## src/rtl/panel_params.svh

```systemverilog
// Constants for the mixer front-panel effects control logic
`ifndef PANEL_PARAMS_SVH
`define PANEL_PARAMS_SVH

// ----------
// Clock and timing
// ----------
`define PANEL_CLK_HZ          10000000
`define PANEL_DEBOUNCE_US     5000
`define PANEL_DEBOUNCE_CYCLES ((`PANEL_DEBOUNCE_US) * ((`PANEL_CLK_HZ) / 1000000))

// ----------
// Push switch indices in the button vector
// ----------
`define BTN_COUNT        15
`define BTN_PROC_SELECT  0
`define BTN_INSERT_FIRST 1
`define BTN_INSERT_COUNT 4
`define BTN_FX_CUE       5
`define BTN_FX_ENABLE    6
`define BTN_JOY_FIRST    7
`define BTN_ENC_FIRST    9
`define BTN_MIC          11
`define BTN_MASTER_CUE   12
`define BTN_LOOP_FIRST   13

// ----------
// Audio streaming and joy-switch position width
// ----------
`define STREAM_CHANNELS   4
`define STREAM_WIDTH      16
`define INTERNAL_WIDTH    24
`define STREAM_COUNT      2
`define SRC_CODE_COUNT    3'h6
`define JOY_POS_WIDTH     3

`endif

```

## src/rtl/panel_pkg.sv

```systemverilog
// Types for the mixer front-panel effects control logic
package panel_pkg;

  // ----------
  // Enumerations
  // ----------
  typedef enum logic [2:0] {LOC_NONE, LOC_PGM1, LOC_PGM2, LOC_AUX, LOC_MAIN} insert_loc_t;
  typedef enum logic       {EFFECT_ECHO, EFFECT_LFO_FILTER} effect_t;
  typedef enum logic [1:0] {OWNER_NONE, OWNER_PROC1, OWNER_PROC2} owner_t;
  typedef enum logic [2:0] {SRC_PGM1_PRE, SRC_PGM1_POST, SRC_PGM2_PRE, SRC_PGM2_POST,
                            SRC_MAIN_MIX, SRC_AUX_SUM} stream_src_t;

  // ----------
  // Complete panel state
  // ----------
  typedef struct packed {
    logic                   sel;                 // 0: processor one, 1: processor two
    logic [1:0]             fx_on;
    insert_loc_t [1:0]      loc;
    logic [1:0][1:0]        joy_mode;            // [processor][joy]
    logic [1:0][1:0]        enc_mode;            // [processor][encoder]
    logic                   fx_cue;
    logic                   mic_on;
    logic                   master_cue;
    logic                   cue_pan_active;
    logic [1:0]             loop_assign;
    logic [1:0]             loop_via_fx;
    owner_t                 loop_fx_owner;
    owner_t [3:0]           point_owner;
    logic [1:0]             post_fader;
    logic [1:0]             joy_lamp;
    logic [1:0]             enc_lamp;
    logic                   mic_clip;
    logic                   usb_link;
    logic [1:0][2:0]        joy_pos;
    logic [1:0]             joy_transform_valid;
    logic [1:0]             joy_param_valid;
    logic [1:0][1:0]        enc_step;            // [encoder][parameter]
    logic [1:0]             enc_dir;
    logic [1:0]             tap;
    stream_src_t [1:0]      src;
    logic                   sample_valid;
    logic [3:0][15:0]       to_host;
    logic [3:0][23:0]       from_host;
  } panel_state_t;

endpackage : panel_pkg

```

## src/rtl/button_if.sv

```systemverilog
// Debounced button bundle between the panel logic and its debouncer
`timescale 1ns/1ns
`default_nettype none

interface button_if #(
  parameter int N = 15
);
  logic [N-1:0] raw;
  logic [N-1:0] level;
  logic [N-1:0] press;

  modport debouncer (input raw, output level, output press);
  modport panel     (output raw, input level, input press);
endinterface : button_if

`default_nettype wire

```

## src/rtl/button_debounce.sv

```systemverilog
// Debouncer and press detector for a group of panel push switches
`timescale 1ns/1ns
`default_nettype none

module button_debounce #(
  parameter int N      = 15,
  parameter int CYCLES = 50000
) (
  input  wire logic    clk_i,
  input  wire logic    rstn_i,
  button_if.debouncer  btn
);
  localparam int CW = $clog2(CYCLES + 1);
  localparam logic [CW-1:0] LAST = CW'(CYCLES - 1);

  typedef struct packed {
    logic [N-1:0][CW-1:0] cnt;
    logic [N-1:0]         stable;
    logic [N-1:0]         press;
  } db_state_t;

  db_state_t s_reg;
  db_state_t s_next;

  // ----------
  // Level must differ for the full interval before it is accepted
  // ----------
  always_comb begin
    s_next       = s_reg;
    s_next.press = '0;
    for (int i = 0; i < N; i++) begin
      if (btn.raw[i] != s_reg.stable[i]) begin
        if (s_reg.cnt[i] == LAST) begin
          s_next.cnt[i]    = '0;
          s_next.stable[i] = btn.raw[i];
          s_next.press[i]  = btn.raw[i]; // RL21
        end else begin
          s_next.cnt[i] = s_reg.cnt[i] + CW'(1);
        end
      end else begin
        // Any bounce back restarts the wait
        s_next.cnt[i] = '0; // RL21
      end
    end
  end

  always_ff @(posedge clk_i or negedge rstn_i) begin
    if (!rstn_i) begin
      s_reg <= '0;
    end else begin
      s_reg <= s_next;
    end
  end

  assign btn.level = s_reg.stable;
  assign btn.press = s_reg.press;

endmodule : button_debounce

`default_nettype wire

```

## src/rtl/panel_effects_control.sv

```systemverilog
// Front-panel effects, cue, loop, mic and streaming control state of the mixer
//
// Notes on behaviour
// (RL1) Processor select press flips between processor one and processor two.
// (RL2) Four insert buttons place selected processor at channel one, two, aux, main.
// (RL3) One processor per insert point; a new insertion evicts the other processor.
// (RL4) Channel insert taps pre or post fader by effect; echo is post-fader.
// (RL5) Effects cue is one global bit, untouched by processor selection.
// (RL6) Effect enable toggles on/off of the selected processor only.
// (RL7) Joy lamp off routes joy as transform, lamp on routes to parameter.
// (RL8) Joy press toggles mode and lamp unless effect lacks a second function.
// (RL9) Two-parameter encoder: lamp off adjusts first, on adjusts second; push toggles.
// (RL10) Without a second parameter, push does nothing and lamp stays off.
// (RL11) Tap encoder: lamp lit only while push held; rotation has one function.
// (RL12) Each loop button toggles channel loop routing, green lamp while assigned.
// (RL13) Master cue on gives main mix in phones, ignores pan; off pans channels.
// (RL14) Mic button switches mic path, green lamp lit while engaged.
// (RL15) Mic overload lamp lights while the mic signal is clipping.
// (RL16) USB lamp lit only while attached and actively communicating.
// (RL17) Each return stream picks channel pre/post, main mix or aux sum.
// (RL18) Streams are 16-bit, internal samples 24-bit; truncate or extend at boundary.
// (RL19) Eight USB channels: two stereo pairs each way.
// (RL20) Loop-routed channels also pass the processor inserted on the aux bus.
// (RL21) Every push switch is debounced so one press gives one toggle.
`include "panel_params.svh"
`timescale 1ns/1ns
`default_nettype none

module panel_effects_control #(
  parameter int                PROC1_EFFECT    = 0,
  parameter int                PROC2_EFFECT    = 1,
  parameter int                DEBOUNCE_CYCLES = `PANEL_DEBOUNCE_CYCLES
) (
  input  wire logic                              SYS_CLK_I,
  input  wire logic                              RSTN_I,
  // Panel push switches, high while pressed
  input  wire logic                              PROC_SELECT_BUTTON_I,
  input  wire logic                              INSERT_CHANNEL_ONE_BUTTON_I,
  input  wire logic                              INSERT_CHANNEL_TWO_BUTTON_I,
  input  wire logic                              INSERT_AUX_BUS_BUTTON_I,
  input  wire logic                              INSERT_MAIN_MIX_BUTTON_I,
  input  wire logic                              EFFECTS_CUE_TOGGLE_I,
  input  wire logic                              EFFECT_ENABLE_TOGGLE_I,
  input  wire logic                              LEFT_JOY_SWITCH_PUSH_I,
  input  wire logic                              RIGHT_JOY_SWITCH_PUSH_I,
  input  wire logic                              FIRST_PUSH_ENCODER_PUSH_I,
  input  wire logic                              SECOND_PUSH_ENCODER_PUSH_I,
  input  wire logic                              MIC_ON_BUTTON_I,
  input  wire logic                              MASTER_CUE_BUTTON_I,
  input  wire logic [1:0]                        EXT_LOOP_BUTTON_I,
  // Joy-switch positions and rotary encoders
  input  wire logic [1:0][`JOY_POS_WIDTH-1:0]    JOY_POS_I,
  input  wire logic [1:0]                        JOY_ACTIVE_I,
  input  wire logic [1:0]                        ENC_STEP_I,
  input  wire logic [1:0]                        ENC_DIR_I,
  // Status from the analog and USB side
  input  wire logic                              MIC_CLIP_I,
  input  wire logic                              USB_ATTACHED_I,
  input  wire logic                              USB_ACTIVE_I,
  input  wire logic [1:0][2:0]                   STREAM_SRC_SEL_I,
  input  wire logic                              SAMPLE_STROBE_I,
  input  wire logic [3:0][`INTERNAL_WIDTH-1:0]   TO_HOST_SAMPLE_I,
  input  wire logic [3:0][`STREAM_WIDTH-1:0]     FROM_HOST_SAMPLE_I,
  // Effects state and routing
  output wire logic                              PROC_SELECTED_O,
  output wire logic [1:0]                        FX_ON_O,
  output wire logic                              FX_CUE_O,
  output wire logic [3:0][1:0]                   INSERT_OWNER_O,
  output wire logic [1:0]                        CHANNEL_FX_POST_FADER_O,
  // Joy-switch and encoder routing
  output wire logic [1:0]                        JOY_LAMP_O,
  output wire logic [1:0][`JOY_POS_WIDTH-1:0]    JOY_POS_O,
  output wire logic [1:0]                        JOY_TRANSFORM_VALID_O,
  output wire logic [1:0]                        JOY_PARAM_VALID_O,
  output wire logic [1:0]                        ENC_LAMP_O,
  output wire logic [1:0][1:0]                   ENC_PARAM_STEP_O,
  output wire logic [1:0]                        ENC_DIR_O,
  output wire logic [1:0]                        ENC_TAP_O,
  // Mic, headphones, loop, lamps
  output wire logic                              MIC_PATH_EN_O,
  output wire logic                              MIC_LAMP_O,
  output wire logic                              OVERLOAD_LAMP_O,
  output wire logic                              HP_MAIN_MIX_O,
  output wire logic                              CUE_PAN_ACTIVE_O,
  output wire logic [1:0]                        EXT_LOOP_ASSIGN_O,
  output wire logic [1:0]                        EXT_LOOP_LAMP_O,
  output wire logic [1:0]                        EXT_LOOP_VIA_FX_O,
  output wire logic [1:0]                        EXT_LOOP_FX_OWNER_O,
  output wire logic                              USB_LINK_LAMP_O,
  // Streaming
  output wire logic [1:0][2:0]                   STREAM_SRC_O,
  output wire logic                              SAMPLE_VALID_O,
  output wire logic [3:0][`STREAM_WIDTH-1:0]     TO_HOST_SAMPLE_O,
  output wire logic [3:0][`INTERNAL_WIDTH-1:0]   FROM_HOST_SAMPLE_O
);

  panel_pkg::panel_state_t s_reg;
  panel_pkg::panel_state_t s_next;

  button_if #(.N(`BTN_COUNT)) btn ();

  // ----------
  // Debouncing of every push switch
  // ----------
  assign btn.raw = {EXT_LOOP_BUTTON_I, MASTER_CUE_BUTTON_I, MIC_ON_BUTTON_I,
                    SECOND_PUSH_ENCODER_PUSH_I, FIRST_PUSH_ENCODER_PUSH_I,
                    RIGHT_JOY_SWITCH_PUSH_I, LEFT_JOY_SWITCH_PUSH_I,
                    EFFECT_ENABLE_TOGGLE_I, EFFECTS_CUE_TOGGLE_I,
                    INSERT_MAIN_MIX_BUTTON_I, INSERT_AUX_BUS_BUTTON_I,
                    INSERT_CHANNEL_TWO_BUTTON_I, INSERT_CHANNEL_ONE_BUTTON_I,
                    PROC_SELECT_BUTTON_I};

  button_debounce #(
    .N      (`BTN_COUNT),
    .CYCLES (DEBOUNCE_CYCLES)
  ) u_debounce (
    .clk_i  (SYS_CLK_I),
    .rstn_i (RSTN_I),
    .btn    (btn)
  );

  // ----------
  // Effect capabilities
  // ----------
  function automatic panel_pkg::effect_t effect_of(input logic proc);
    effect_of = proc ? panel_pkg::effect_t'(PROC2_EFFECT[0]) : panel_pkg::effect_t'(PROC1_EFFECT[0]);
  endfunction : effect_of

  // Both built-in effects offer a multiplier on the left and wet/dry on the right
  function automatic logic joy_has_second(input panel_pkg::effect_t ef, input logic joy);
    case (ef)
      panel_pkg::EFFECT_ECHO:       joy_has_second = 1'b1;
      panel_pkg::EFFECT_LFO_FILTER: joy_has_second = 1'b1;
      default:                      joy_has_second = joy;
    endcase
  endfunction : joy_has_second

  function automatic logic enc_is_tap(input panel_pkg::effect_t ef, input logic enc);
    enc_is_tap = !enc && (ef == panel_pkg::EFFECT_ECHO || ef == panel_pkg::EFFECT_LFO_FILTER);
  endfunction : enc_is_tap

  function automatic logic enc_has_two(input panel_pkg::effect_t ef, input logic enc);
    enc_has_two = enc && (ef == panel_pkg::EFFECT_LFO_FILTER);
  endfunction : enc_has_two

  function automatic logic taps_post_fader(input panel_pkg::effect_t ef);
    taps_post_fader = (ef == panel_pkg::EFFECT_ECHO); // RL4
  endfunction : taps_post_fader

  function automatic panel_pkg::insert_loc_t point_loc(input int k);
    case (k)
      0:       point_loc = panel_pkg::LOC_PGM1;
      1:       point_loc = panel_pkg::LOC_PGM2;
      2:       point_loc = panel_pkg::LOC_AUX;
      default: point_loc = panel_pkg::LOC_MAIN;
    endcase
  endfunction : point_loc

  function automatic panel_pkg::owner_t owner_at(input panel_pkg::insert_loc_t [1:0] loc,
                                                  input panel_pkg::insert_loc_t p);
    if (loc[0] == p) begin
      owner_at = panel_pkg::OWNER_PROC1;
    end else if (loc[1] == p) begin
      owner_at = panel_pkg::OWNER_PROC2;
    end else begin
      owner_at = panel_pkg::OWNER_NONE;
    end
  endfunction : owner_at

  // ----------
  // Next state
  // ----------
  always_comb begin
    logic                  cur;
    logic                  second;
    panel_pkg::effect_t    ef;
    panel_pkg::insert_loc_t tgt;
    cur    = s_reg.sel;
    second = 1'b0;
    ef     = effect_of(s_reg.sel);
    tgt    = panel_pkg::LOC_NONE;
    s_next = s_reg;

    if (btn.press[`BTN_PROC_SELECT]) begin
      s_next.sel = ~s_reg.sel; // RL1
    end

    // Later buttons win when several land in one cycle
    for (int k = 0; k < `BTN_INSERT_COUNT; k++) begin
      if (btn.press[`BTN_INSERT_FIRST + k]) begin
        tgt             = point_loc(k);
        s_next.loc[cur] = tgt; // RL2
        if (s_reg.loc[~cur] == tgt) begin
          s_next.loc[~cur] = panel_pkg::LOC_NONE; // RL3
        end
      end
    end

    if (btn.press[`BTN_FX_CUE]) begin
      s_next.fx_cue = ~s_reg.fx_cue; // RL5
    end
    if (btn.press[`BTN_FX_ENABLE]) begin
      s_next.fx_on[cur] = ~s_reg.fx_on[cur]; // RL6
    end

    for (int j = 0; j < 2; j++) begin
      if (btn.press[`BTN_JOY_FIRST + j] && joy_has_second(ef, j[0])) begin
        s_next.joy_mode[cur][j] = ~s_reg.joy_mode[cur][j]; // RL8
      end
      s_next.joy_lamp[j]            = s_next.joy_mode[s_next.sel][j]; // RL8
      s_next.joy_pos[j]             = JOY_POS_I[j];
      s_next.joy_transform_valid[j] = JOY_ACTIVE_I[j] & ~s_reg.joy_mode[cur][j]; // RL7
      s_next.joy_param_valid[j]     = JOY_ACTIVE_I[j] & s_reg.joy_mode[cur][j]; // RL7
    end

    for (int e = 0; e < 2; e++) begin
      s_next.tap[e] = 1'b0;
      second        = 1'b0;
      if (enc_is_tap(ef, e[0])) begin
        s_next.enc_lamp[e] = btn.level[`BTN_ENC_FIRST + e]; // RL11
        s_next.tap[e]      = btn.press[`BTN_ENC_FIRST + e]; // RL11
      end else if (enc_has_two(ef, e[0])) begin
        if (btn.press[`BTN_ENC_FIRST + e]) begin
          s_next.enc_mode[cur][e] = ~s_reg.enc_mode[cur][e]; // RL9
        end
        second             = s_reg.enc_mode[cur][e];
        s_next.enc_lamp[e] = s_next.enc_mode[cur][e]; // RL9
      end else begin
        s_next.enc_lamp[e] = 1'b0; // RL10
      end
      s_next.enc_step[e] = {ENC_STEP_I[e] & second, ENC_STEP_I[e] & ~second}; // RL9
      s_next.enc_dir[e]  = ENC_DIR_I[e];
    end

    // Owners follow the newly computed locations
    for (int p = 0; p < 4; p++) begin
      s_next.point_owner[p] = owner_at(s_next.loc, point_loc(p));
    end
    for (int c = 0; c < 2; c++) begin
      s_next.post_fader[c] = 1'b0;
      if (s_next.point_owner[c] == panel_pkg::OWNER_PROC1) begin
        s_next.post_fader[c] = taps_post_fader(effect_of(1'b0)); // RL4
      end else if (s_next.point_owner[c] == panel_pkg::OWNER_PROC2) begin
        s_next.post_fader[c] = taps_post_fader(effect_of(1'b1)); // RL4
      end
    end

    if (btn.press[`BTN_MIC]) begin
      s_next.mic_on = ~s_reg.mic_on; // RL14
    end
    s_next.mic_clip = MIC_CLIP_I; // RL15
    s_next.usb_link = USB_ATTACHED_I & USB_ACTIVE_I; // RL16

    if (btn.press[`BTN_MASTER_CUE]) begin
      s_next.master_cue = ~s_reg.master_cue; // RL13
    end
    s_next.cue_pan_active = ~s_next.master_cue; // RL13

    s_next.loop_fx_owner = s_next.point_owner[2];
    for (int c = 0; c < 2; c++) begin
      if (btn.press[`BTN_LOOP_FIRST + c]) begin
        s_next.loop_assign[c] = ~s_reg.loop_assign[c]; // RL12
      end
      s_next.loop_via_fx[c] = s_next.loop_assign[c] &&
                              (s_next.loop_fx_owner != panel_pkg::OWNER_NONE); // RL20
    end

    // Undefined source codes are ignored so the stream keeps its last source
    for (int k = 0; k < `STREAM_COUNT; k++) begin
      if (STREAM_SRC_SEL_I[k] < `SRC_CODE_COUNT) begin
        s_next.src[k] = panel_pkg::stream_src_t'(STREAM_SRC_SEL_I[k]); // RL17
      end
    end

    // Truncation drops the low byte; no dither is applied
    s_next.sample_valid = SAMPLE_STROBE_I;
    if (SAMPLE_STROBE_I) begin
      for (int ch = 0; ch < `STREAM_CHANNELS; ch++) begin
        s_next.to_host[ch]   = TO_HOST_SAMPLE_I[ch][`INTERNAL_WIDTH-1 -: `STREAM_WIDTH]; // RL18 RL19
        s_next.from_host[ch] = {FROM_HOST_SAMPLE_I[ch],
                                {(`INTERNAL_WIDTH - `STREAM_WIDTH){1'b0}}}; // RL18 RL19
      end
    end
  end

  always_ff @(posedge SYS_CLK_I or negedge RSTN_I) begin
    if (!RSTN_I) begin
      s_reg                <= '0;
      s_reg.cue_pan_active <= 1'b1;
    end else begin
      s_reg <= s_next;
    end
  end

  // ----------
  // Outputs, each a state flop
  // ----------
  assign PROC_SELECTED_O         = s_reg.sel;
  assign FX_ON_O                 = s_reg.fx_on;
  assign FX_CUE_O                = s_reg.fx_cue;
  assign INSERT_OWNER_O          = s_reg.point_owner;
  assign CHANNEL_FX_POST_FADER_O = s_reg.post_fader;
  assign JOY_LAMP_O              = s_reg.joy_lamp;
  assign JOY_POS_O               = s_reg.joy_pos;
  assign JOY_TRANSFORM_VALID_O   = s_reg.joy_transform_valid;
  assign JOY_PARAM_VALID_O       = s_reg.joy_param_valid;
  assign ENC_LAMP_O              = s_reg.enc_lamp;
  assign ENC_PARAM_STEP_O        = s_reg.enc_step;
  assign ENC_DIR_O               = s_reg.enc_dir;
  assign ENC_TAP_O               = s_reg.tap;
  assign MIC_PATH_EN_O           = s_reg.mic_on;
  assign MIC_LAMP_O              = s_reg.mic_on;
  assign OVERLOAD_LAMP_O         = s_reg.mic_clip;
  assign HP_MAIN_MIX_O           = s_reg.master_cue;
  assign CUE_PAN_ACTIVE_O        = s_reg.cue_pan_active;
  assign EXT_LOOP_ASSIGN_O       = s_reg.loop_assign;
  assign EXT_LOOP_LAMP_O         = s_reg.loop_assign;
  assign EXT_LOOP_VIA_FX_O       = s_reg.loop_via_fx;
  assign EXT_LOOP_FX_OWNER_O     = s_reg.loop_fx_owner;
  assign USB_LINK_LAMP_O         = s_reg.usb_link;
  assign STREAM_SRC_O            = s_reg.src;
  assign SAMPLE_VALID_O          = s_reg.sample_valid;
  assign TO_HOST_SAMPLE_O        = s_reg.to_host;
  assign FROM_HOST_SAMPLE_O      = s_reg.from_host;

endmodule : panel_effects_control

`default_nettype wire

```

## config.mk

```make
export PLATFORM = sky130hd
export DESIGN_NAME = panel_effects_control
export DESIGN_NICKNAME = d
export VERILOG_FILES = /design/src/rtl/panel_pkg.sv /design/src/rtl/button_if.sv /design/src/rtl/button_debounce.sv /design/src/rtl/panel_effects_control.sv
export VERILOG_INCLUDE_DIRS = /design/src /design/src/rtl
export SDC_FILE = /design/constraint.sdc
export NUM_CORES = 1
export LEC_CHECK = 0
export ABC_AREA = 1
export BUFFER_PORTS_ARGS = -buffer_cell sky130_fd_sc_hd__buf_2
export CAP_MARGIN = 20
export CORE_ASPECT_RATIO = 1.2
export CORE_MARGIN = 3
export CORE_UTILIZATION = 50
export DETAILED_ROUTE_END_ITERATION = 7
export PLACE_DENSITY = 0.8
export SLEW_MARGIN = 20
export SYNTH_ARGS = -nofsm -noshare
export SYNTH_HDL_FRONTEND = slang
export SYNTH_SLANG_ARGS = --single-unit
```

## constraint.sdc

```tcl
create_clock -name SYS_CLK_I -period 2.67 [get_ports SYS_CLK_I]
set_input_delay 0.534 -clock SYS_CLK_I [delete_from_list [all_inputs] [get_ports SYS_CLK_I]]
set_output_delay 0.534 -clock SYS_CLK_I [all_outputs]
set_load 0.02 [all_outputs]
```

==> summary.md, run 1 <==
| Metric | Value |
|---|---|
| Net Sw Frac | `24.58%` |
| Design Area, Final | `0.02512 mm^2` |
| Avg Inst Size Synth | `9.354 um^2` |
| Critical Path Sink Type | `output port` |
| Final setup fails | `0` |
| Unrepaired setup endpoints after global routing | `no` |
| Layout cells sized above 1 | `24.58%` |
| Routed Antenna Nets | `0` |
| Worst-path fanout max | `13` |
| Routed WL per cell | `15.50 um` |
| Fin. max-slew vios | `0` |
| CTS root buf | `clkbuf_16` |
| Die Y | `237.4 um` |
| DR vias | `16670` |
| Area Overhead vs Synth | `12.56%` |
| Slowest cell on the critical path | `dfrtp_1` |
| DRT Pass-1 Iters | `6` |
| Worst EP required | `2140 ps` |
| Max Clk Rate | `468.6 MHz` |
| # diodes | `0` |
| Unique masters post-synth | `44` |
| Fill cell count | `3704` |
| First-pass GRT wire length | `80290 um` |
| CTS tree | `built` |
| Net switching power | `3.837 mW` |
| Die Footprint | `0.04722 mm^2` |
| Via density | `5.197` |
| YS warnings | `0` |
| Maximum clock insertion buffer count | `3` |
| Seq/Total Area, Yosys | `51.24%` |
| Drt initial violations | `709` |
| Inst Count DP | `3119` |
| Tmin final | `2134 ps` |
| Internal | `11.77 mW` |
| Cell breakdown of the critical path | `buf_4 > buf_2` |
| Outcome | `finished, final reports clean` |
| Crit path buf inv count | `2` |
| Cell Pwr Density | `621.4 mW/mm^2` |
| Die width | `198.9 um` |
| Clock Skew | `14.32 ps` |
| Comb pwr share | `9.0%` |
| I/O pin total | `416` |
| DRC viols | `0` |
| Pin count of the biggest net entering global routing | `74` |
| Effective utilization at floorplan | `50.80%` |
| Slew Limit Headroom | `62.77%` |
| Final hold vios | `0` |
| Vias in the first global route | `16470` |
| Setup TNS | `0 ps` |
| Final core occ | `57.18%` |
| Post-CTS setup buffer count | `0` |
| Global route overflow | `0` |
| Final non-filler cell total | `3207` |
| Detailed Route WL | `49700 um` |
| Tcrit/Tclk final | `79.93%` |
| CTS sink count | `457` |
| PortBufs | `349` |
| Setup CP Type | `flop to output port` |
| H-tree depth | `2` |
| Crit-path leading delay family | `flip-flops` |
| Critical path startpoint category | `flop` |
| Total GRT Usage | `20.67%` |
| DP HPWL | `37170 um` |
| MaxCap Viol Count | `0` |
| Mapped Cells | `2386` |
| VDD IR max | `0.4823 mV` |
| Post-CTS Resized | `0` |
| Least-Margin Pin Slew | `558.5 ps` |
| Antenna violations before repair | `5` |
| CTS Buf Count | `47` |
| Final #Nets | `2824` |
| Hold crit path type | `input port to flop` |
| Arrival time worst endpoint | `1600 ps` |
| Worst skew pair latency | `580 ps` |
| Placeable Area | `0.04393 mm^2` |
| Mapped Area | `0.02232 mm^2` |
| Power share of the clock group | `43.8%` |
| Static Leak | `11.52 nW` |
| Worst path max stage delay | `540 ps` |
| Worst-path clk slew | `60 ps` |
| Yosys reg bits | `457` |
| Row count | `84` |
| DP Area | `0.02347 mm^2` |
| Flop pwr share | `47.2%` |
| Largest register FFs | `240` |
| Placer Congestion | `0.8903` |
==> placed cells by master (no fill, tap or decap), drive strengths merged, types with 72 or more instances in the layout <==
cell type / n
a21oi: 72
nand2: 321
buf: 370
dfrtp: 456
mux2: 128
nor3: 111
nor2: 347
inv: 252
nand3: 129
xor2: 78
==> logic make-up after synthesis <==
| logic type | synth area share (%) |
|---|---|
| and+or+nand+nor | 22.54 |
| adders and majority gates | 0.8409 |
| DFF | 51.24 |
| muxes | 6.458 |
| AOI/OAI and AO/OA | 3.151 |
| buffers and inverters | 11.75 |
| xor gates and xnor gates | 4.003 |
| other | 0.01680 |
==> Yosys cell counts, drive strengths merged <==
cell,instances,area (um^2)
ha,15,187.7
mux2,128,1441
clkbuf,1,3.750
nor3,111,638.1
buf,228,1677
a41o,3,30.03
xor2,78,683.2
conb,1,3.750
and3,2,12.51
nand3,129,675.7
dfstp,1,26.28
o21bai,4,30.03
nand2b,3,18.77
xnor2,24,210.2
nor3b,34,270.3
nand4,56,350.3
dfrtp,456,11410
o21a,8,60.06
nor4,62,406.6
a21o,2,15.01
a311oi,1,8.760
or2,8,50.06
inv,251,942.2
and2,2,12.51
o21ai,34,170.2
nor2,347,1360
a31oi,4,25.02
nand2,321,1235
a21oi,72,364.1
==> power by group through the flow <==
stage | combinational, mW | sequential [mW] | clock (mW)
final | 1.41 | 7.36 | 6.84
after global routing | 1.54 | 7.39 | 7.33
after CTS | 1.43 | 7.37 | 7.05
after detailed placement | 1.43 | 7.49 | 0
after global placement | 1.39 | 7.47 | 0
after floorplan | 1.10 | 7.45 | 0
==> stage by stage <==
| stage | hold slack (ps) | power [mW] | setup slack (ps) |
|---|---|---|---|
| after floorplan | 238.4 | 8.555 | 1118 |
| after global placement | 338.6 | 8.863 | 859.4 |
| after detailed placement | 339.6 | 8.918 | 790.5 |
| after CTS | 19.29 | 15.85 | 489.0 |
| after global routing | 23.69 | 16.25 | 450.1 |
| final | 67.35 | 15.61 | 535.8 |
==> path summary, 6_finish.rpt <==
| check | endpoint | start | depth (start not counted) | slack [ps] |
|---|---|---|---|---|
| worst max-delay path | PROC_SELECTED_O | PROC_SELECTED_O | 2 | 540 |
| worst min-delay path | JOY_POS_O[0] | JOY_POS_I[0] | 1 | 70 |
| worst max register to register | INSERT_OWNER_O[1] | PROC_SELECTED_O | 12 | 750 |
| worst min register to register | ENC_TAP_O[0] | u_debounce.btn.press[9] | 0 | 350 |
| max in group asynchronous | JOY_POS_O[5] | RSTN_I | 3 | 1350 |
| min in group asynchronous | FROM_HOST_SAMPLE_O[88] | RSTN_I | 2 | 510 |
==> repair_timing <==
item / in CTS / in global routing
hold buffers: 1 / 0
endpoints found under the setup margin: 0 / 0
endpoints found under the hold margin: 46 / 0
==> layout make-up <==
type	instances	area [um^2]	area share, %
Inverter	251	942.2	3.750
Clock inverter	22	259.0	1.031
Tap cell	559	699.4	2.784
Clock buffer	65	1386	5.518
Multi-Input combinational cell	1482	8383	33.37
Timing Repair Buffer	371	2014	8.019
Sequential cell	457	11440	45.53
==> layer usage <==
| layer | GRT usage [%] | wire (um) | share of wire, % | vias up |
|---|---|---|---|---|
| li1 | - | - | - | 8027 |
| met1 | 25.89 | 20610 | 41 | 8070 |
| met5 | 0 | 23 | 0.046 | - |
| met4 | 5.496 | 1189 | 2.4 | 4 |
| met2 | 35.52 | 24360 | 49 | 487 |
| met3 | 5.571 | 3511 | 7.1 | 78 |
Note: power is estimated with default switching activity, not from simulation.
==> inputs of run 2 (changes only) <==
- PLACE_DENSITY: 0.8 -> 0.83
- clock period: 2.67 -> 1.95 ns (I/O delays scaled with it)
==> run 2 against run 1 <==
  * Register-to-register slack worse by 600 ps
  * Global-route usage barely moved
  * Clock power grew 32%
  * Sequential share of layout area is 0.37 points lower
  * Cell count rose by 0.90%
  * Combinational power rose by 39%
  * Wire length is 0.15% lower
  * Non-clock buffer count rose by 32
==> summary.md, run 2 (synthesized netlist as in run 1, its figures left out) <==
| Metric | Value |
|---|---|
| Power share of the clock group | `42.8%` |
| Fill cell count | `3615` |
| Max layer used | `met5` |
| Net Sw Frac | `23.89%` |
| CTS Buf Count | `45` |
| H-tree depth | `2` |
| DR vias | `16730` |
| Final core occ | `57.66%` |
| Drt initial violations | `881` |
| DRT Pass-1 Iters | `5` |
| VDD IR max | `0.7376 mV` |
| Met2 WL | `24460 um` |
| Cell Pwr Density | `830.9 mW/mm^2` |
| Setup CP Type | `flop to flop` |
| Final hold vios | `0` |
| Arrival time worst endpoint | `2280 ps` |
| Worst-path clk slew | `60 ps` |
| Comb pwr share | `9.3%` |
| CTS root buf | `clkbuf_16` |
| Final #Nets | `2854` |
| Maximum clock insertion buffer count | `3` |
| Row count | `84` |
| Tcrit/Tclk final | `92.33%` |
| Static Leak | `11.64 nW` |
| Die Y | `237.4 um` |
| Detailed Route WL | `49620 um` |
| Antenna violations before repair | `7` |
| Flop pwr share | `47.9%` |
| Die width | `198.9 um` |
| Via density | `5.168` |
| Tmin final | `1800 ps` |
| Critical path startpoint category | `flop` |
| Worst path max stage delay | `370 ps` |
| Register area | `0.01144 mm^2` |
| CP dominant cell by count | `nand2_1` |
| PortBufs | `349` |
| Fin. max-slew vios | `0` |
| Layout cells sized above 1 | `24.77%` |
| Setup TNS | `0 ps` |
| Effective utilization at floorplan | `50.80%` |
| Worst skew pair latency | `570 ps` |
| Critical Path Sink Type | `flop` |
| DRC viols | `0` |
| CTS tree | `built` |
| Leading cell type in the layout, fill and taps excluded | `dfrtp_1` |
| Net switching power | `5.028 mW` |
| Largest register FFs | `240` |
| Routed WL per cell | `15.33 um` |
| MaxCap Viol Count | `0` |
| Outcome | `finished, final reports clean` |
| CTS sink count | `457` |
| Internal | `16.02 mW` |
| Final setup fails | `0` |
| Hold crit path type | `input port to flop` |
| Most frequent cells in the layout | `dfrtp_1 (455), buf_2 (347), nor2_1 (325), nand2_1 (308), inv_1 (244)` |
| Area of the multi-input gates | `0.008416 mm^2` |
| Pin count of the biggest net entering global routing | `70` |
| Routed Antenna Nets | `0` |
| Met3 routed WL | `3258 um` |
| Placer Congestion | `0.9389` |
| DP HPWL | `37560 um` |
| Placeable Area | `0.04393 mm^2` |
| Slowest cell on the critical path | `dfrtp_1` |
| Global route overflow | `0` |
| Unrepaired setup endpoints after global routing | `yes` |
| Total GRT Usage | `20.64%` |
| Clock Skew | `16.43 ps` |
| Area Overhead vs Synth | `13.50%` |
| Die Footprint | `0.04722 mm^2` |
| Worst EP required | `2430 ps` |
| Max Clk Rate | `555.4 MHz` |
| Cell breakdown of the critical path | `ha_1 > nand3_1 > nor2_2 > nand2_1 > nor2_2 > nand2_1 > nor2_4 > inv_1 > nand2_1 > nand3_1 > a21oi_1` |
| First-pass GRT wire length | `80390 um` |
| I/O pin total | `416` |
| Vias in the first global route | `16800` |
| Post-Route M1 WL | `20210 um` |
| Worst-path fanout max | `4` |
run 2: cell count changes in the layout (fill, tap and decap cells not counted), moves of 2 or more:
cell,change
bufinv_16,+2
clkinv_4,-2
clkbuf_1,+6
clkbuf_16,-2
nor2_1,-3
clkbuf_8,-5
nor2_4,+2
clkinvlp_4,-5
buf_4,+18
dlygate4sd3_1,+14
diode_2,+4
run 2: path summary, 6_finish.rpt:
check                                        start                    end  slack, ps  cells after the start
min                            STREAM_SRC_SEL_I[2]        STREAM_SRC_O[1]         40                      2
max                          u_debounce.s_reg[110]  u_debounce.s_reg[120]        150                     11
min reg2reg                u_debounce.btn.press[9]           ENC_TAP_O[0]        360                      0
max reg2reg                  u_debounce.s_reg[110]  u_debounce.s_reg[120]        150                     11
min in group asynchronous                   RSTN_I  u_debounce.s_reg[243]        300                      2
max in group asynchronous                   RSTN_I       CUE_PAN_ACTIVE_O        880                      3
run 2: power groups by stage:
stage               combinational (mW)  clock, mW  sequential (mW)
floorplan                         1.51          0             10.2
global placement                  1.91          0             10.2
detailed placement                1.96          0             10.3
CTS                               1.99       9.29             10.1
global route                      2.14       9.67             10.1
finish                            1.96       9.00             10.1
run 2: cell type report:
cell class              count  area share (%)
repair buffers            403           9.038
diodes                      4         0.03951
clock inverters            16          0.9779
clock buffers              64           5.092
inverters                 251           3.719
flip-flops and latches    457           45.15
multi-input cells        1482           33.22
well taps                 559           2.761
run 2: what timing repair did:
| action | in CTS | in global routing |
|---|---|---|
| endpoints found under the setup margin | 0 | 9 |
| hold buffers | 15 | 0 |
| setup buffers | 0 | 0 |
| endpoints found under the hold margin | 41 | 0 |
| gates resized for setup | 0 | 9 |
run 2: critical path: cells and delay by family, from the launching register on:
kind | cells | cell delay, ps
AOI/OAI and AO/OA | 1 | 140
adders and majority gates | 1 | 190
buffers and inverters | 1 | 60
DFF | 1 | 370
and+or+nand+nor | 8 | 950
run 2: routing by layer:
| metal | track usage, % | vias up |
|---|---|---|
| li1 | - | 8083 |
| met1 | 25.13 | 7973 |
| met2 | 35.22 | 560 |
| met3 | 4.551 | 105 |
| met4 | 9.097 | 4 |
| met5 | 0 | - |
run 2: metrics by stage:
step | area (um^2) | hold WS, ps | power [mW] | worst slack [ps] | std cells
6_report | 25330 | 42.16 | 21.05 | 149.6 | 3236
5_1_grt | 25330 | 21.61 | 21.94 | -20.85 | 3236
4_1_cts | 25290 | 1.779 | 21.37 | 35.73 | 3232
3_5_place_dp | 23600 | 310.6 | 12.22 | 170.6 | 3137
3_3_place_gp | 23600 | 306.8 | 12.14 | 218.4 | 3137
2_1_floorplan | 22440 | 94.41 | 11.71 | 398.2 | 2419
==> inputs of run 3 (changes only) <==
- PLACE_DENSITY: 0.83 -> 0.76
==> run 3 against run 2 <==
  * Via count is 0.29% higher
  * Global-route usage is 0.17 points higher
  * Maximum frequency is 1.1% lower
  * Worst hold slack hardly changed
  * Die area stayed put
  * Clock skew is 7.1 ps higher
  * Critical path depth stayed put
  * Cell count is 0.12% higher
  * Sequential share of layout area is 0.073 points lower
  * Wire length is 0.51% higher
  * Non-clock buffer count is 5 lower
  * Core utilization is 0.094 points higher
  * Highest routed layer unchanged
==> summary.md, run 3 (synthesized netlist as in run 1, its figures left out) <==
| Metric | Value |
|---|---|
| Outcome | `finished, final reports clean` |
| DP HPWL | `36500 um` |
| Critical Path Sink Type | `flop` |
| Critical Path Start | `PROC_SELECTED_O` |
| Effective utilization at floorplan | `50.80%` |
| Placer Congestion | `0.9265` |
| Worst EP required | `2420 ps` |
| Layout cells sized above 1 | `24.71%` |
| Hold crit path type | `input port to flop` |
| Area Overhead vs Synth | `13.69%` |
| Min setup slack post-route | `128.8 ps` |
| I/O pin total | `416` |
| Die Y | `237.4 um` |
| Pin count of the biggest net entering global routing | `88` |
| Critical path startpoint category | `flop` |
| FF-to-FF Start | `PROC_SELECTED_O` |
| Arrival time worst endpoint | `2290 ps` |
| CTS Buf Count | `47` |
| Static Leak | `11.63 nW` |
| Most frequent cells in the layout | `dfrtp_1 (455), buf_2 (347), nor2_1 (326), nand2_1 (306), inv_1 (244)` |
| MaxCap Viol Count | `0` |
| H-tree depth | `2` |
| VDD IR max | `0.6830 mV` |
| Clock Skew | `23.55 ps` |
| Tcrit/Tclk final | `93.39%` |
| Die Footprint | `0.04722 mm^2` |
| Cell Pwr Density | `831.0 mW/mm^2` |
| Setup CP Type | `flop to flop` |
| Row count | `84` |
| Placeable Area | `0.04393 mm^2` |
| CTS sink count | `457` |
| Total GRT Usage | `20.80%` |
| Final #Nets | `2851` |
| Worst skew pair latency | `590 ps` |
| Die width | `198.9 um` |
| Leading cell type in the layout, fill and taps excluded | `dfrtp_1` |
| Largest register FFs | `240` |
| PortBufs | `349` |
| Routed Antenna Nets | `0` |
| CTS root buf | `clkbuf_16` |
| Register area | `0.01144 mm^2` |
| Worst-path clk slew | `70 ps` |
| Worst-path fanout max | `19` |
| Vias in the first global route | `16810` |
| DRT Pass-1 Iters | `5` |
| Routed WL per cell | `15.39 um` |
| CTS tree | `built` |
| Tmin final | `1821 ps` |
| Fin. max-slew vios | `0` |
| First-pass GRT wire length | `81030 um` |
| Final hold vios | `0` |
| Detailed Route WL | `49880 um` |
| Max Clk Rate | `549.1 MHz` |
| Drt initial violations | `757` |
| DR vias | `16770` |
| Post-place setup slack | `182.8 ps` |
| Maximum clock insertion buffer count | `3` |
| Unrepaired setup endpoints after global routing | `no` |
| Fill cell count | `3691` |
| Final setup fails | `0` |
| Post-CTS setup buffer count | `0` |
| DRC viols | `0` |
| Setup TNS | `0 ps` |
| Area of the multi-input gates | `0.008401 mm^2` |
| Antenna violations before repair | `7` |
| Via density | `5.177` |
| Global route overflow | `0` |
| Hold_sp | `TO_HOST_SAMPLE_I[63]` |
[run 3: cell type report]
cell class                 instances  area share (%)
antenna                            6         0.05917
clock buffer                      66           5.355
tap                              559           2.756
sequential                       457           45.08
multi-input combinational       1482           33.11
inverter                         251           3.723
timing repair buffer             398           9.063
clock inverter                    21          0.8580
[run 3: report_power, final]
part | internal (mW) | switching, mW
registers | 9.86 | 0.214
logic | 0.747 | 1.21
clock network | 5.19 | 3.86
total | 15.8 | 5.28
[run 3: timing repair]
action / in CTS / in global routing
setup endpoints to repair: 1 / 7
endpoints found under the hold margin: 121 / 0
resized for setup: 0 / 10
cloned: 0 / 0
hold buffers: 21 / 0
[run 3: critical path: stages, from the launching register on]
cell	delay, ps
dfrtp_2	450
buf_8	170
nand2_1	100
nand2_1	110
nand2_2	100
nor2_2	50
nor2_1	220
nand2_2	110
nor2_2	110
nand2_1	140
inv_1	100
nor2_1	40
[run 3: metrics by stage]
step / util (%) / power (mW) / hold WS (ps) / cells / cell area, um^2
final: 57.76 / 21.09 / 42.27 / 3240 / 25370
after global routing: 57.74 / 21.99 / 17.50 / 3237 / 25370
after CTS: 57.66 / 21.42 / 1.767 / 3234 / 25330
after detailed placement: 53.61 / 12.20 / 281.7 / 3127 / 23550
after global placement: 53.61 / 12.12 / 285.4 / 3127 / 23550
after floorplan: - / 11.71 / 94.41 / 2419 / 22440
[run 3: final timing paths]
check / end / slack, ps / depth (start not counted)
setup / recovery: INSERT_OWNER_O[5] / 130 / 11
hold / removal: TO_HOST_SAMPLE_O[39] / 40 / 2
setup reg to reg: INSERT_OWNER_O[5] / 130 / 11
hold reg to reg: ENC_TAP_O[0] / 380 / 0
max in group asynchronous: FROM_HOST_SAMPLE_O[39] / 900 / 4
min in group asynchronous: u_debounce.s_reg[239] / 270 / 2
[run 3: per-layer routing]
| layer | vias up | global-route usage (%) | routed length [um] |
|---|---|---|---|
| li1 | 8097 | - | - |
| met1 | 8012 | 24.46 | 19790 |
| met2 | 540 | 36.07 | 24480 |
| met3 | 118 | 5.770 | 3948 |
| met4 | 6 | 8.202 | 1618 |
| met5 | - | 0 | 45 |
